`src/pci_pkg.sv`:
```
// package: register map, field masks and carrier types of the pin-change block
package pci_pkg;

    // register byte offsets
    localparam logic [11:0] PCI_PORTA_RISE_OFF  = 12'h000;
    localparam logic [11:0] PCI_PORTA_FALL_OFF  = 12'h004;
    localparam logic [11:0] PCI_PORTA_FLAG_OFF  = 12'h008;
    localparam logic [11:0] PCI_PORTB_RISE_OFF  = 12'h00c;
    localparam logic [11:0] PCI_PORTB_FALL_OFF  = 12'h010;
    localparam logic [11:0] PCI_PORTB_FLAG_OFF  = 12'h014;
    localparam logic [11:0] PCI_INTCTL_OFF      = 12'h018;
    localparam logic [11:0] PCI_IRQ_STATUS_OFF  = 12'h01c;
    localparam logic [11:0] PCI_IRQ_CLEAR_OFF   = 12'h020;
    localparam logic [11:0] PCI_IRQ_ENABLE_OFF  = 12'h024;

    // implemented bits of each port
    localparam logic [7:0]  PCI_PORTA_MASK      = 8'h3f;
    localparam logic [7:0]  PCI_PORTB_MASK      = 8'hf0;
    localparam logic [7:0]  PCI_ZERO8           = 8'h00;
    localparam logic [31:0] PCI_ZERO32          = 32'h0000_0000;

    // interrupt control register fields
    localparam int          PCI_INTCTL_MEN_BIT  = 3;
    localparam int          PCI_INTCTL_SUM_BIT  = 0;

    // event status bits
    localparam int          PCI_EV_PORTA_BIT    = 0;
    localparam int          PCI_EV_PORTB_BIT    = 1;
    localparam int          PCI_EV_WIDTH        = 2;
    localparam logic [1:0]  PCI_EV_ZERO         = 2'h0;

    localparam int          PCI_PORT_WIDTH      = 8;

    // rise and fall enables of one port
    typedef struct packed {
        logic [7:0] rise;
        logic [7:0] fall;
    } pci_edge_cfg_t;

    // apb request carrier
    typedef struct packed {
        logic        psel;
        logic        penable;
        logic        pwrite;
        logic [11:0] paddr;
        logic [31:0] pwdata;
    } pci_apb_req_t;

endpackage

```
`src/pci_edge.sv`:
```
// per-pin rising and falling edge detectors of one port
`timescale 1ns/1ns
module pci_edge
    import pci_pkg::*;
(
    // clock and reset
    input  wire logic                       pclk,
    input  wire logic                       presetn,
    // synchronised pins and enables
    input  wire logic [PCI_PORT_WIDTH-1:0]  pin_sync,
    input  wire pci_pkg::pci_edge_cfg_t     cfg,
    // one-cycle detection per pin
    output logic      [PCI_PORT_WIDTH-1:0]  hit
);
    import pci_pkg::*;

    logic [PCI_PORT_WIDTH-1:0] prev_q;

    always_ff @(posedge pclk or negedge presetn)
    begin
        if (!presetn)
            prev_q <= PCI_ZERO8;
        else
            prev_q <= pin_sync;
    end

    genvar i;
    generate
        for (i = 0; i < PCI_PORT_WIDTH; i++)
        begin : g_pin
            // either direction may be armed; both armed flags both
            assign hit[i] = (cfg.rise[i] & pin_sync[i] & ~prev_q[i])
                          | (cfg.fall[i] & ~pin_sync[i] & prev_q[i]);
        end
    endgenerate
endmodule

```
`src/pci_sync.sv`:
```
// two-flop synchroniser for the port pins
`timescale 1ns/1ns
module pci_sync
    import pci_pkg::*;
(
    // clock and reset
    input  wire logic                       pclk,
    input  wire logic                       presetn,
    // pins
    input  wire logic [PCI_PORT_WIDTH-1:0]  pin_async,
    output logic      [PCI_PORT_WIDTH-1:0]  pin_sync
);
    import pci_pkg::*;

    logic [PCI_PORT_WIDTH-1:0] meta_q;

    always_ff @(posedge pclk or negedge presetn)
    begin
        if (!presetn)
        begin
            meta_q   <= PCI_ZERO8;
            pin_sync <= PCI_ZERO8;
        end
        else
        begin
            meta_q   <= pin_async;
            pin_sync <= meta_q;
        end
    end
endmodule

```
`src/pci_top.sv`:
```
// pin-change interrupt controller with apb register access
// What this block does
// - master enable clear: edges still flag, but change_irq not raised; irq is not gated by it
// - each pin has a rising detector armed by its rise enable bit
// - each pin has a falling detector armed by its fall enable bit
// - both enables set flags edges in either direction
// - enabled edge sets pin flag; interrupt if master enable set
// - first-port flag set by enabled rising or enabled falling edge
// - summary flag is OR of all per-pin flags of both ports
// - software clears a flag by writing zero; hardware sets independently
// - edge during a flag write leaves that flag set
// - flagged change wakes device from sleep when master enable set
// - edge in sleep is recorded before wake is signalled
// - first port implements bits five to zero; seven and six read zero
// - second port rise enable implements bits seven to four only
// - second port fall enable implements bits seven to four only
// - second port flags bits seven to four, set by edges, cleared by zero
//
// Added by the designer: the APB register port and the register offsets.
`timescale 1ns/1ns
module pci_top
    import pci_pkg::*;
(
    // clock and reset
    input  wire logic                       pclk,
    input  wire logic                       presetn,
    // apb slave
    input  wire logic                       psel,
    input  wire logic                       penable,
    input  wire logic                       pwrite,
    input  wire logic [11:0]                paddr,
    input  wire logic [31:0]                pwdata,
    output logic      [31:0]                prdata,
    output logic                            pready,
    output logic                            pslverr,
    // port pins
    input  wire logic [PCI_PORT_WIDTH-1:0]  porta_pin,
    input  wire logic [PCI_PORT_WIDTH-1:0]  portb_pin,
    // system
    input  wire logic                       sleeping,
    output logic                            wake_req,
    output logic                            change_irq,
    output logic                            irq
);
    import pci_pkg::*;

    // ************************************************************
    // bus decode
    // ************************************************************
    pci_apb_req_t req;
    logic         wr_en;
    logic         rd_en;
    logic         addr_ok;

    assign req     = '{psel: psel, penable: penable, pwrite: pwrite,
                       paddr: paddr, pwdata: pwdata};
    assign wr_en   = req.psel & req.penable & req.pwrite;
    assign rd_en   = req.psel & req.penable & ~req.pwrite;
    assign pready  = 1'b1;

    always_comb
    begin
        addr_ok = 1'b1;
        if (req.paddr == PCI_PORTA_RISE_OFF)
            addr_ok = 1'b1;
        else if (req.paddr == PCI_PORTA_FALL_OFF)
            addr_ok = 1'b1;
        else if (req.paddr == PCI_PORTA_FLAG_OFF)
            addr_ok = 1'b1;
        else if (req.paddr == PCI_PORTB_RISE_OFF)
            addr_ok = 1'b1;
        else if (req.paddr == PCI_PORTB_FALL_OFF)
            addr_ok = 1'b1;
        else if (req.paddr == PCI_PORTB_FLAG_OFF)
            addr_ok = 1'b1;
        else if (req.paddr == PCI_INTCTL_OFF)
            addr_ok = 1'b1;
        else if (req.paddr == PCI_IRQ_STATUS_OFF)
            addr_ok = 1'b1;
        else if (req.paddr == PCI_IRQ_CLEAR_OFF)
            addr_ok = 1'b1;
        else if (req.paddr == PCI_IRQ_ENABLE_OFF)
            addr_ok = 1'b1;
        else
            addr_ok = 1'b0;
    end

    assign pslverr = req.psel & req.penable & ~addr_ok;

    // ************************************************************
    // enable registers
    // ************************************************************
    pci_edge_cfg_t porta_cfg_q;
    pci_edge_cfg_t portb_cfg_q;
    logic          master_en_q;

    always_ff @(posedge pclk or negedge presetn)
    begin
        if (!presetn)
        begin
            porta_cfg_q <= '{rise: PCI_ZERO8, fall: PCI_ZERO8};
            portb_cfg_q <= '{rise: PCI_ZERO8, fall: PCI_ZERO8};
        end
        else if (wr_en)
        begin
            // unimplemented bits held at zero
            if (req.paddr == PCI_PORTA_RISE_OFF)
                porta_cfg_q.rise <= req.pwdata[7:0] & PCI_PORTA_MASK;
            else if (req.paddr == PCI_PORTA_FALL_OFF)
                porta_cfg_q.fall <= req.pwdata[7:0] & PCI_PORTA_MASK;
            else if (req.paddr == PCI_PORTB_RISE_OFF)
                portb_cfg_q.rise <= req.pwdata[7:0] & PCI_PORTB_MASK;
            else if (req.paddr == PCI_PORTB_FALL_OFF)
                portb_cfg_q.fall <= req.pwdata[7:0] & PCI_PORTB_MASK;
        end
    end

    always_ff @(posedge pclk or negedge presetn)
    begin
        if (!presetn)
            master_en_q <= 1'b0;
        else if (wr_en && req.paddr == PCI_INTCTL_OFF)
            master_en_q <= req.pwdata[PCI_INTCTL_MEN_BIT];
    end

    // ************************************************************
    // synchronisers and edge detectors
    // ************************************************************
    logic [PCI_PORT_WIDTH-1:0] porta_sync;
    logic [PCI_PORT_WIDTH-1:0] portb_sync;
    logic [PCI_PORT_WIDTH-1:0] porta_hit;
    logic [PCI_PORT_WIDTH-1:0] portb_hit;

    pci_sync u_sync_a
    (
        .pclk      (pclk),
        .presetn   (presetn),
        .pin_async (porta_pin),
        .pin_sync  (porta_sync)
    );

    pci_sync u_sync_b
    (
        .pclk      (pclk),
        .presetn   (presetn),
        .pin_async (portb_pin),
        .pin_sync  (portb_sync)
    );

    pci_edge u_edge_a
    (
        .pclk      (pclk),
        .presetn   (presetn),
        .pin_sync  (porta_sync),
        .cfg       (porta_cfg_q),
        .hit       (porta_hit)
    );

    pci_edge u_edge_b
    (
        .pclk      (pclk),
        .presetn   (presetn),
        .pin_sync  (portb_sync),
        .cfg       (portb_cfg_q),
        .hit       (portb_hit)
    );

    // ************************************************************
    // per-pin flags
    // ************************************************************
    logic [7:0] porta_flag_q;
    logic [7:0] porta_flag_d;
    logic [7:0] portb_flag_q;
    logic [7:0] portb_flag_d;

    always_comb
    begin
        porta_flag_d = porta_flag_q;
        portb_flag_d = portb_flag_q;
        if (wr_en && req.paddr == PCI_PORTA_FLAG_OFF)
            porta_flag_d = porta_flag_q & req.pwdata[7:0];
        if (wr_en && req.paddr == PCI_PORTB_FLAG_OFF)
            portb_flag_d = portb_flag_q & req.pwdata[7:0];
        // set wins over a simultaneous clear
        porta_flag_d = (porta_flag_d | porta_hit) & PCI_PORTA_MASK;
        portb_flag_d = (portb_flag_d | portb_hit) & PCI_PORTB_MASK;
    end

    always_ff @(posedge pclk or negedge presetn)
    begin
        if (!presetn)
        begin
            porta_flag_q <= PCI_ZERO8;
            portb_flag_q <= PCI_ZERO8;
        end
        else
        begin
            porta_flag_q <= porta_flag_d;
            portb_flag_q <= portb_flag_d;
        end
    end

    // ************************************************************
    // summary, interrupt and wake
    // ************************************************************
    logic summary_flag;

    assign summary_flag = (|porta_flag_q) | (|portb_flag_q);
    // detection continues regardless; only the request is gated
    assign change_irq   = summary_flag & master_en_q;
    // flags are already registered when wake rises
    assign wake_req     = sleeping & change_irq;

    // ************************************************************
    // event status, enable and clear
    // ************************************************************
    logic [PCI_EV_WIDTH-1:0] ev_status_q;
    logic [PCI_EV_WIDTH-1:0] ev_enable_q;
    logic [PCI_EV_WIDTH-1:0] ev_set;
    logic [PCI_EV_WIDTH-1:0] ev_clr;

    assign ev_set[PCI_EV_PORTA_BIT] = |porta_hit;
    assign ev_set[PCI_EV_PORTB_BIT] = |portb_hit;
    assign ev_clr = (wr_en && req.paddr == PCI_IRQ_CLEAR_OFF) ?
                    req.pwdata[PCI_EV_WIDTH-1:0] : PCI_EV_ZERO;

    always_ff @(posedge pclk or negedge presetn)
    begin
        if (!presetn)
            ev_status_q <= PCI_EV_ZERO;
        else
            ev_status_q <= (ev_status_q & ~ev_clr) | ev_set;
    end

    always_ff @(posedge pclk or negedge presetn)
    begin
        if (!presetn)
            ev_enable_q <= PCI_EV_ZERO;
        else if (wr_en && req.paddr == PCI_IRQ_ENABLE_OFF)
            ev_enable_q <= req.pwdata[PCI_EV_WIDTH-1:0];
    end

    assign irq = |(ev_status_q & ev_enable_q);

    // ************************************************************
    // read data
    // ************************************************************
    always_ff @(posedge pclk or negedge presetn)
    begin
        if (!presetn)
            prdata <= PCI_ZERO32;
        else if (req.psel && !req.penable && !req.pwrite)
        begin
            prdata <= PCI_ZERO32;
            if (req.paddr == PCI_PORTA_RISE_OFF)
                prdata[7:0] <= porta_cfg_q.rise;
            else if (req.paddr == PCI_PORTA_FALL_OFF)
                prdata[7:0] <= porta_cfg_q.fall;
            else if (req.paddr == PCI_PORTA_FLAG_OFF)
                prdata[7:0] <= porta_flag_d;
            else if (req.paddr == PCI_PORTB_RISE_OFF)
                prdata[7:0] <= portb_cfg_q.rise;
            else if (req.paddr == PCI_PORTB_FALL_OFF)
                prdata[7:0] <= portb_cfg_q.fall;
            else if (req.paddr == PCI_PORTB_FLAG_OFF)
                prdata[7:0] <= portb_flag_d;
            else if (req.paddr == PCI_INTCTL_OFF)
            begin
                prdata[PCI_INTCTL_MEN_BIT] <= master_en_q;
                prdata[PCI_INTCTL_SUM_BIT] <= (|porta_flag_d) | (|portb_flag_d);
            end
            else if (req.paddr == PCI_IRQ_STATUS_OFF)
                prdata[PCI_EV_WIDTH-1:0] <= ev_status_q | ev_set;
            else if (req.paddr == PCI_IRQ_ENABLE_OFF)
                prdata[PCI_EV_WIDTH-1:0] <= ev_enable_q;
        end
    end
endmodule

```
`config.mk`:
```
export PLATFORM = sky130hd
export DESIGN_NAME = pci_top
export DESIGN_NICKNAME = d
export VERILOG_FILES = /design/src/pci_pkg.sv /design/src/pci_edge.sv /design/src/pci_sync.sv /design/src/pci_top.sv
export SDC_FILE = /design/constraint.sdc
export NUM_CORES = 1
export LEC_CHECK = 0
export CAP_MARGIN = 10
export CORE_MARGIN = 5
export CORE_UTILIZATION = 65
export DETAILED_ROUTE_END_ITERATION = 16
export DONT_BUFFER_PORTS = 1
export MAX_ROUTING_LAYER = met4
export PLACE_DENSITY = 0.91
export SETUP_SLACK_MARGIN = 0.4
export SYNTH_ARGS = -nofsm -noshare
export SYNTH_HDL_FRONTEND = slang
export SYNTH_SLANG_ARGS = --single-unit
```
`constraint.sdc`:
```
create_clock -name pclk -period 4.61 [get_ports pclk]
set_input_delay 0.461 -clock pclk [delete_from_list [all_inputs] [get_ports pclk]]
set_output_delay 0.461 -clock pclk [all_outputs]
set_load 0.01 [all_outputs]
```
==> results.cfg, run 1 <==
[placement]
pre_cts_slack_ns = 1.86
place.gp.congestion = 0.950
port_buffers = 0
dp_hpwl_microns = 5860

[worst_setup_path]
reg2reg_setup_slack_ns = 2.41
crit_chain = nor4_4 > nand3_2 > o41a_1 > or4_1 > nor4_1 > o21ai_1
critPathMaxStageDelay_ns = 0.59
worstPathMaxFanout = 13
worstRegToRegCells = 6
cp-start-kind = input pin
arrival_ns = 2.66
path_class = in -> reg
cp.required_ns = 4.83
critPathSlowestCell = nor4_4
endpoint_kind = register

[worst_hold_path]
hold_class = in -> async

[pwr]
ir_drop_mv = 0.262
swShare_pct = 21.7
p_int_w = 0.00101
pwr-share-seq_pct = 52.7
clkPwrFrac_pct = 42.8
combPwrFrac_pct = 4.5
power-per-cell-area_nw_per_um2 = 352
leakage_nw = 1.60
power_switching_w = 0.000281

[detailed_routing]
vias = 2603
ant_nets = 0
drcViolationCount = 0
drtIter0Drc = 277
finalWirelength_microns = 8050
drt_pass1_iterations = 6
wl_per_cell_microns = 20.2
viasPerCell = 6.54

[global_route]
grt_max_degree = 74
gr-usage-all-layers_pct = 24.6
gr-total-overflow = 0
grt_pass1_vias = 2571
grt_pass1_wl_microns = 12900
antenna_found_initial = 0

[floorplan]
die_height_microns = 82.9
dieArea_sq_um = 6870
core_area_sq_um = 5140
start_util_pct = 67.2
ioPinCount = 103
num_rows = 26
dieWidth_microns = 82.9

[final_layout]
drive_gt1_share_pct = 14.3
diodes = 0
n_fill_cell = 386
final_cell_mix = dfrtp_1, nand2_1, conb_1
multi_input_area_sq_um = 1480
ff_latch_area_sq_um = 1830
syn_to_final_growth_pct = 6.37
layout.nets = 390
final_common_cell = dfrtp_1

[synthesis]
yosys.area_share.simple_pct = 18.6
ys_seq_elements = 73
syn_avg_cell_area_sq_um = 10.8
ys_types = 49
synth_compound_area_share_pct = 13.9
synth_top_family_by_area = simple AND/OR/NAND/NOR gates
synthMuxAreaShare_pct = 7.49
netlist_area_sq_um = 3460
synthCells = 319
synth_xor_area_share_pct = 0
synthAdderAreaFrac_pct = 0
yosysSeqAreaShare_pct = 52.9
ys.flop_type = dfrtp_1
synth_edf_count = 0
yosys_warnings = 0
ys_async_sr_fraction_pct = 100

[clocking]
clk_latency_ns = 0.35
htreeDepth = 3
clock_sinks = 73
cts_max_path_buffers = 2
cts_resized = 0
cts_tree = done
cts_made_buffers = 9
clock-root-buffer = clkbuf_8
path_clk_slew_ns = 0.07

[sta]
skew_ns = 0.00778
maxSlewViolCount = 0
hold_viol = 0
slew_headroom_pct = 23.6
worst_slew_pin_slew_ns = 1.13
setup_slack_ns = 2.17
fin_hold_ws_ns = 0.000718
min_period_ns = 2.44
tns_ns = 0
fmax_mhz = 409
setup_viol = 0
post-route-period-util_pct = 53.0
rsz0062_at_grt = no

[run_status]
status = complete, no violations

[flow_run]
maxCapViolations = 0
## per-layer routing
layer	up-vias	wire, microns	GRT usage [%]
li1	1144	-	-
met4	0	335	12.9
met2	150	3710	36.2
met5	-	0	-
met3	39	871	7.72
met1	1270	3130	30.4
## synth_stat cells (3+ instances only)
library cell | number | area (sq um)
a211oi_1 | 3 | 22.5
a21oi_1 | 9 | 45.0
clkbuf_1 | 4 | 15.0
a21o_1 | 5 | 37.5
nand3b_1 | 3 | 22.5
and2_1 | 3 | 18.8
mux2_2 | 23 | 259
nand3_1 | 10 | 50.1
nor4_1 | 7 | 43.8
buf_4 | 25 | 188
inv_1 | 4 | 15.0
nand2_1 | 39 | 146
dfrtp_1 | 73 | 1830
o22ai_1 | 8 | 50.1
o21ai_0 | 14 | 70.1
and3_1 | 3 | 18.8
o22a_1 | 3 | 26.3
nand4_1 | 9 | 56.3
a31oi_1 | 6 | 37.5
o31ai_1 | 5 | 37.5
nand2b_1 | 8 | 50.1
and4b_1 | 3 | 30.0
nor2_1 | 14 | 52.6
## logic make-up (layout without fill, tap and decap cells)
family,after synthesis,after routing
and+or+nand+nor,114,114
buffers and inverters,36,22
DFF,73,73
other,2,25
AOI/OAI and AO/OA,71,71
muxes,23,23
## path summary, 6_finish.rpt
check,endpoint,start
max,prdata[0]$_DFFE_PN0P_,paddr[7]
max in group asynchronous,porta_flag_q[5]$_DFF_PN0_,presetn
min,u_edge_a.prev_q[4]$_DFF_PN0_,presetn
min in group pclk,u_sync_a.meta_q[1]$_DFF_PN0_,porta_pin[1]
max reg2reg,prdata[0]$_DFFE_PN0P_,u_sync_a.pin_sync[3]$_DFF_PN0_
min reg2reg,u_sync_a.pin_sync[2]$_DFF_PN0_,u_sync_a.meta_q[2]$_DFF_PN0_
## registers in the layout, summed over array words and instances, names as in the netlist
| name | count |
|---|---|
| ev_enable_q | 2 |
| ev_status_q | 2 |
| master_en_q | 1 |
| porta_cfg_q | 12 |
| porta_flag_q | 6 |
| portb_cfg_q | 8 |
| portb_flag_q | 4 |
| prdata | 8 |
| u_edge_a.prev_q | 6 |
| u_edge_b.prev_q | 4 |
| u_sync_a.meta_q | 6 |
| u_sync_a.pin_sync | 6 |
| u_sync_b.meta_q | 4 |
| u_sync_b.pin_sync | 4 |
## what timing repair did
action / 4_1_cts / 5_1_grt
hold endpoints to repair: 73 / 0
hold buffers: 1 / 0
setup buffers: 0 / 0
## power groups by stage
stage,clock (W),sequential (W),combinational (W)
finish,0.000554,0.000682,0.0000578
global route,0.000587,0.000684,0.0000649
CTS,0.000561,0.000682,0.0000574
detailed placement,0,0.000694,0.0000426
global placement,0,0.000693,0.0000419
floorplan,0,0.000689,0.0000555
## critical path: cells and delay by family
kind | cells | cell delay (ns)
compound gates | 2 | 0.52
simple gates | 4 | 1.69
## per-stage QoR
step | total power (W) | utilization [%] | cell area, sq um | cells
floorplan | 0.000745 | - | 3540 | 342
CTS | 0.00130 | 71.5 | 3680 | 398
finish | 0.00129 | 71.5 | 3680 | 398
global route | 0.00134 | 71.5 | 3680 | 398
detailed placement | 0.000737 | 66.6 | 3420 | 382
global placement | 0.000735 | 66.6 | 3420 | 382
## area by class of cell
cell class,instances,share of cell area [%]
Sequential cell,73,49.7
Multi-Input combinational cell,233,40.2
Clock buffer,11,4.12
Tap cell,70,2.38
Clock inverter,4,2.08
Timing Repair Buffer,3,1.16
Inverter,4,0.408
No activity file was read; power rests on OpenSTA's default activity.
==> inputs of run 2 (changes only) <==
--- a/config.mk
+++ b/config.mk
@@ -5,13 +5,14 @@
 export SDC_FILE = /design/constraint.sdc
 export NUM_CORES = 1
 export LEC_CHECK = 0
+export ABC_AREA = 1
 export CAP_MARGIN = 10
 export CORE_MARGIN = 5
-export CORE_UTILIZATION = 65
+export CORE_UTILIZATION = 63
 export DETAILED_ROUTE_END_ITERATION = 16
 export DONT_BUFFER_PORTS = 1
 export MAX_ROUTING_LAYER = met4
-export PLACE_DENSITY = 0.91
+export PLACE_DENSITY = 0.89
 export SETUP_SLACK_MARGIN = 0.4
 export SYNTH_ARGS = -nofsm -noshare
 export SYNTH_HDL_FRONTEND = slang
==> constraint.sdc (replaced) <==
create_clock -name pclk -period 2.3 [get_ports pclk]
set_input_delay 0.23 -clock pclk [delete_from_list [all_inputs] [get_ports pclk]]
set_output_delay 0.23 -clock pclk [all_outputs]
set_load 0.01 [all_outputs]
==> results.cfg, run 2 <==
[worst_setup_path]
endpoint_kind = primary output
crit_chain = nor2_2 > nand2_1 > nor2_4 > inv_2 > nor2_4 > inv_1 > nand3_1 > a2111oi_0 > buf_4
r2r-end = prdata[0]$_DFFE_PN0P_
worstPathMaxFanout = 6
r2r-start = porta_cfg_q[0]$_DFFE_PN0P_
arrival_ns = 1.61
crit_buf_inv = 3
worstRegToRegCells = 14
cp-start-kind = input pin
critPathMaxStageDelay_ns = 0.37
cp.required_ns = 2.07
path_class = in -> out
crit_top_cell = nor2_4
critPathSlowestCell = a2111oi_0
reg2reg_setup_slack_ns = 0.66
cp_top_family = buffers and inverters

[clocking]
cts_tree = done
hold_buffers = 10
htreeDepth = 3
clock_sinks = 73
clock-root-buffer = clkbuf_8
clk_latency_ns = 0.35
cts_made_buffers = 9
path_clk_slew_ns = 0.07
cts_max_path_buffers = 2

[run_status]
violations = hold timing
status = finished, violations left

[synthesis]
ys_seq_elements = 73
netlist_area_sq_um = 3450
ys_async_sr_fraction_pct = 100
yosys-top-cells-area = dfrtp_1, nand2_1, buf_4, inv_1, o21ai_0
synthAdderAreaFrac_pct = 0
synth_compound_area_share_pct = 12.8
synth_common_cells = nand2_1, dfrtp_1, inv_1
synth_top_area_share_pct = 53.0
synth.most_common_cell = nand2_1
ys.flop_type = dfrtp_1
synthMuxAreaShare_pct = 0.327
yosysSeqAreaShare_pct = 53.0
yosys.area_share.simple_pct = 21.4
ys_types = 35
synth_xor_area_share_pct = 0
synthCells = 392
yosysTopAreaCell = dfrtp_1
synth_edf_count = 0
synth_top_family_by_area = simple AND/OR/NAND/NOR gates
yosys_warnings = 0
syn_avg_cell_area_sq_um = 8.79

[sta]
setup_viol = 0
maxSlewViolCount = 0
fin_hold_ws_ns = -0.427
hold_viol = 73
slew_headroom_pct = 65.1
tns_ns = 0
fmax_mhz = 542
min_period_ns = 1.84
rsz0062_at_grt = no
skew_ns = 0.00809
worst_slew_pin_slew_ns = 0.522
setup_slack_ns = 0.456
post-route-period-util_pct = 80.2

[global_route]
grt_pass1_vias = 2759
gr-total-overflow = 0
antenna_found_initial = 0
grt_max_degree = 74
grt_pass1_wl_microns = 12700
gr-usage-all-layers_pct = 23.7

[final_layout]
syn_to_final_growth_pct = 7.99
diodes = 0
largest_register_ffs = 12
finalInstanceArea_sq_um = 3720
top_regs = porta_cfg_q x12, portb_cfg_q x8, prdata x8
final_common_cell = nand2_1
final_cell_mix = nand2_1, dfrtp_1, inv_1
layout.nets = 478
drive_gt1_share_pct = 12.3
regMostFlops = porta_cfg_q
fin_cells = 488

[detailed_routing]
drt_pass1_iterations = 5
vias = 2684
drcViolationCount = 0
drtIter0Drc = 340
ant_nets = 0
wl_per_cell_microns = 15.4
viasPerCell = 5.50
finalWirelength_microns = 7540

[flow_run]
maxCapViolations = 0

[floorplan]
core_area_sq_um = 5410
dieArea_sq_um = 7050
ioPinCount = 103
start_util_pct = 63.8
die_height_microns = 84.0
num_rows = 27
dieWidth_microns = 84.0

[placement]
dp_hpwl_microns = 5370
place_area_sq_um = 3440
dp_cells = 462
pre_cts_slack_ns = 0.432
port_buffers = 0
place.gp.congestion = 0.915

[pwr]
clkPwrFrac_pct = 37.9
combPwrFrac_pct = 4.6
p_int_w = 0.00180
ir_drop_mv = 0.488
leakage_nw = 1.79
power-per-cell-area_nw_per_um2 = 631
swShare_pct = 23.2
pwr-share-seq_pct = 57.4
power_switching_w = 0.000544

[worst_hold_path]
hold_class = in -> async
==> run 2: worst max path at each step <==
| stage | start | endpoint | slack, ns | cells past startpoint |
|---|---|---|---|---|
| final | paddr[7] | pslverr | 0.46 | 9 |
| after global routing | paddr[7] | pslverr | 0.43 | 9 |
| after CTS | portb_flag_q[4]$_DFF_PN0_ | change_irq | 0.42 | 3 |
| after detailed placement | paddr[7] | porta_cfg_q[1]$_DFFE_PN0P_ | 0.43 | 9 |
| after global placement | paddr[7] | pslverr | 0.47 | 9 |
| after floorplan | paddr[7] | pslverr | 0.63 | 8 |
==> run 2: metrics by stage <==
step / utilization (%) / power (W)
4_1_cts: 68.7 / 0.00236
3_3_place_gp: 63.6 / 0.00146
6_report: 68.9 / 0.00235
3_5_place_dp: 63.6 / 0.00147
2_1_floorplan: - / 0.00147
5_1_grt: 68.9 / 0.00244
==> run 2: worst register-to-register path, cell delays in order (launching register included) <==
cell	delay, ns
dfrtp_1	0.38
inv_1	0.09
nor2_1	0.05
nand2_1	0.06
o21ai_0	0.13
nor2_1	0.15
nand3_1	0.11
o21ai_1	0.12
o21ai_0	0.09
nand2_1	0.07
nand2_1	0.06
nand2_1	0.07
nand2_1	0.05
nand2_1	0.05
nand2_1	0.05
==> run 2: layout make-up <==
class                      count  area (sq um)
sequential                    73          1830
fill                         427          1680
multi-input combinational    257          1290
inverter                      57           214
clock buffer                  13           159
timing repair buffer          14           130
tap                           72          90.1
clock inverter                 2          13.8
==> run 2: power groups by stage <==
stage	logic (W)	registers (W)	clock network, W
detailed placement	0.0000927	0.00137	0
global placement	0.0000910	0.00137	0
finish	0.000109	0.00135	0.000891
global route	0.000120	0.00135	0.000967
floorplan	0.000107	0.00136	0
CTS	0.000107	0.00135	0.000907
==> run 2: cells by family after synthesis <==
kind of cell,after synthesis
other,2
AO/OA/AOI/OAI,77
AND/OR/NAND/NOR,154
multiplexers,1
buffers and inverters,85
flip-flops,73
==> run 2: what timing repair did <==
item | 4_1_cts | 5_1_grt
gates resized for setup | 1 | 1
cloned | 0 | 0
buffers inserted | 0 | 1
endpoints found under the setup margin | 2 | 3
pin swaps | 0 | 1
endpoints found under the hold margin | 83 | 73
==> run 2: routing by layer <==
layer	part of all wire, %	vias up	GRT usage [%]
met1	41	1232	30.1
met4	2.2	0	11.4
li1	-	1267	-
met5	0	-	-
met3	11	21	6.02
met2	46	164	35.5
==> inputs of run 3 (changes only) <==
--- a/config.mk
+++ b/config.mk
@@ -5,14 +5,14 @@
 export SDC_FILE = /design/constraint.sdc
 export NUM_CORES = 1
 export LEC_CHECK = 0
-export ABC_AREA = 1
+export ABC_AREA = 0
 export CAP_MARGIN = 10
 export CORE_MARGIN = 5
-export CORE_UTILIZATION = 63
+export CORE_UTILIZATION = 57
 export DETAILED_ROUTE_END_ITERATION = 16
 export DONT_BUFFER_PORTS = 1
 export MAX_ROUTING_LAYER = met4
-export PLACE_DENSITY = 0.89
+export PLACE_DENSITY = 0.85
 export SETUP_SLACK_MARGIN = 0.4
 export SYNTH_ARGS = -nofsm -noshare
 export SYNTH_HDL_FRONTEND = slang
==> constraint.sdc (replaced) <==
create_clock -name pclk -period 1.53 [get_ports pclk]
set_input_delay 0.153 -clock pclk [delete_from_list [all_inputs] [get_ports pclk]]
set_output_delay 0.153 -clock pclk [all_outputs]
set_load 0.01 [all_outputs]
==> results.cfg, run 3 (same netlist as run 1, synthesis figures left out) <==
[sta]
min_period_ns = 1.88
fin_hold_ws_ns = -0.538
post-route-period-util_pct = 123
worst_slew_pin_slew_ns = 0.510
fmax_mhz = 532
setup_viol = 5
slew_headroom_pct = 65.9
rsz0062_at_grt = yes
setup_slack_ns = -0.351
maxSlewViolCount = 0
skew_ns = 0.0149
hold_viol = 73

[placement]
dp_hpwl_microns = 6990
pre_cts_slack_ns = -0.520
port_buffers = 0
place_area_sq_um = 4070
place.gp.congestion = 0.976

[floorplan]
die_height_microns = 87.9
ioPinCount = 103
start_util_pct = 58.4
dieArea_sq_um = 7720
num_rows = 28
dieWidth_microns = 87.9
core_area_sq_um = 5920

[flow_run]
maxCapViolations = 0

[worst_hold_path]
hold_class = in -> async

[final_layout]
finalInstanceArea_sq_um = 5160
drive_gt1_share_pct = 45.7
regMostFlops = porta_cfg_q
fin_util_pct = 87.1
diodes = 0
final_common_cell = buf_4
layout.nets = 507
largest_register_ffs = 12
syn_to_final_growth_pct = 49.2
top_regs = porta_cfg_q x12, portb_cfg_q x8, prdata x8
final_cell_mix = buf_4, dfrtp_1, buf_6

[detailed_routing]
finalWirelength_microns = 12200
wl_met1_microns = 4790
wl_met3_microns = 1200
maxUsedRoutingLayer = met4
ant_nets = 0
wl_per_cell_microns = 23.5
wl_met2_microns = 5700
vias = 3280
viasPerCell = 6.30
drt_pass1_iterations = 6
drtIter0Drc = 429
drcViolationCount = 0

[worst_setup_path]
cp-start-kind = register
worstPathMaxFanout = 3
r2r-start = u_edge_b.prev_q[7]$_DFF_PN0_
worstRegToRegCells = 6
reg2reg_setup_slack_ns = -0.35
r2r-end = prdata[0]$_DFFE_PN0P_
endpoint_kind = register
path_class = reg -> reg
arrival_ns = 2.13
cp.required_ns = 1.78

[clocking]
clk_latency_ns = 0.37
clock_sinks = 73
cts_max_path_buffers = 2
cts_made_buffers = 9
cts_tree = done
path_clk_slew_ns = 0.09
htreeDepth = 3
hold_buffers = 18
clock-root-buffer = clkbuf_8

[pwr]
leakage_nw = 2.39
ir_drop_mv = 0.758
power-per-cell-area_nw_per_um2 = 754

[global_route]
grt_pass1_wl_microns = 17500
grt_max_degree = 74
antenna_found_initial = 0
grt_pass1_vias = 3274
gr-usage-all-layers_pct = 31.8
gr-total-overflow = 0

[run_status]
violations = hold timing, setup timing
status = finished, violations left
==> run 3: cell types whose count changed in the layout (fill, tap and decap cells not counted), sizes merged, moves of 8 or more <==
cell and change:
buf +98, dlygate4sd3 +8, inv -52, mux2 +22
nand2 -44, nand2b +8, nor2 -26, o21ai -33
==> run 3: how the worst max path moves through the flow <==
stage / startpoint / endpoint / slack [ns]
3_3_place_gp: paddr[0] / prdata[0]$_DFFE_PN0P_ / -0.46
3_5_place_dp: paddr[0] / prdata[0]$_DFFE_PN0P_ / -0.52
6_report: u_edge_b.prev_q[7]$_DFF_PN0_ / prdata[0]$_DFFE_PN0P_ / -0.35
4_1_cts: u_sync_b.pin_sync[5]$_DFF_PN0_ / prdata[0]$_DFFE_PN0P_ / -0.29
2_1_floorplan: paddr[2] / prdata[0]$_DFFE_PN0P_ / -0.53
5_1_grt: u_edge_b.prev_q[7]$_DFF_PN0_ / prdata[0]$_DFFE_PN0P_ / -0.40
==> run 3: per-layer routing <==
layer | vias up | track usage (%)
li1 | 1376 | -
met1 | 1614 | 40.0
met2 | 224 | 47.5
met3 | 66 | 9.13
met4 | 0 | 14.9
met5 | - | -
==> run 3: critical path, cell delays in order, from the launching register on <==
cell	delay [ns]
dfrtp_1	0.41
nand2_1	0.12
o22ai_2	0.10
or4_4	0.58
nand2b_4	0.18
nor4_2	0.27
o21ai_1	0.08
==> run 3: final cells by class <==
cell class | count | area [sq um]
clock inverter | 6 | 67.6
inverter | 4 | 15.0
timing repair buffer | 120 | 1050
multi-input combinational | 233 | 1970
tap | 75 | 93.8
sequential | 73 | 1830
fill | 268 | 763
clock buffer | 10 | 128
==> run 3: stage by stage <==
step	cells	hold slack [ns]	setup TNS [ns]	total power (W)
finish	521	-0.538	-1.12	0.00389
CTS	514	-0.529	-0.871	0.00385
detailed placement	458	-0.140	-5.54	0.00227
floorplan	342	-0.143	-6.40	0.00226
global placement	458	-0.141	-5.11	0.00226
global route	521	-0.545	-1.50	0.00400
==> run 3: repair_timing <==
item,4_1_cts,5_1_grt
buffers inserted,21,7
setup endpoints to repair,40,43
pin swaps,33,28
hold endpoints to repair,110,73
cloned,1,0
gates resized for setup,89,28
==> run 3: power breakdown <==
part           internal, W  switching (W)  total [W]  leakage (nW)
clock network     0.000759       0.000776    0.00153        0.0929
logic             0.000139       0.000152   0.000290          1.37
registers          0.00200      0.0000639    0.00206         0.921
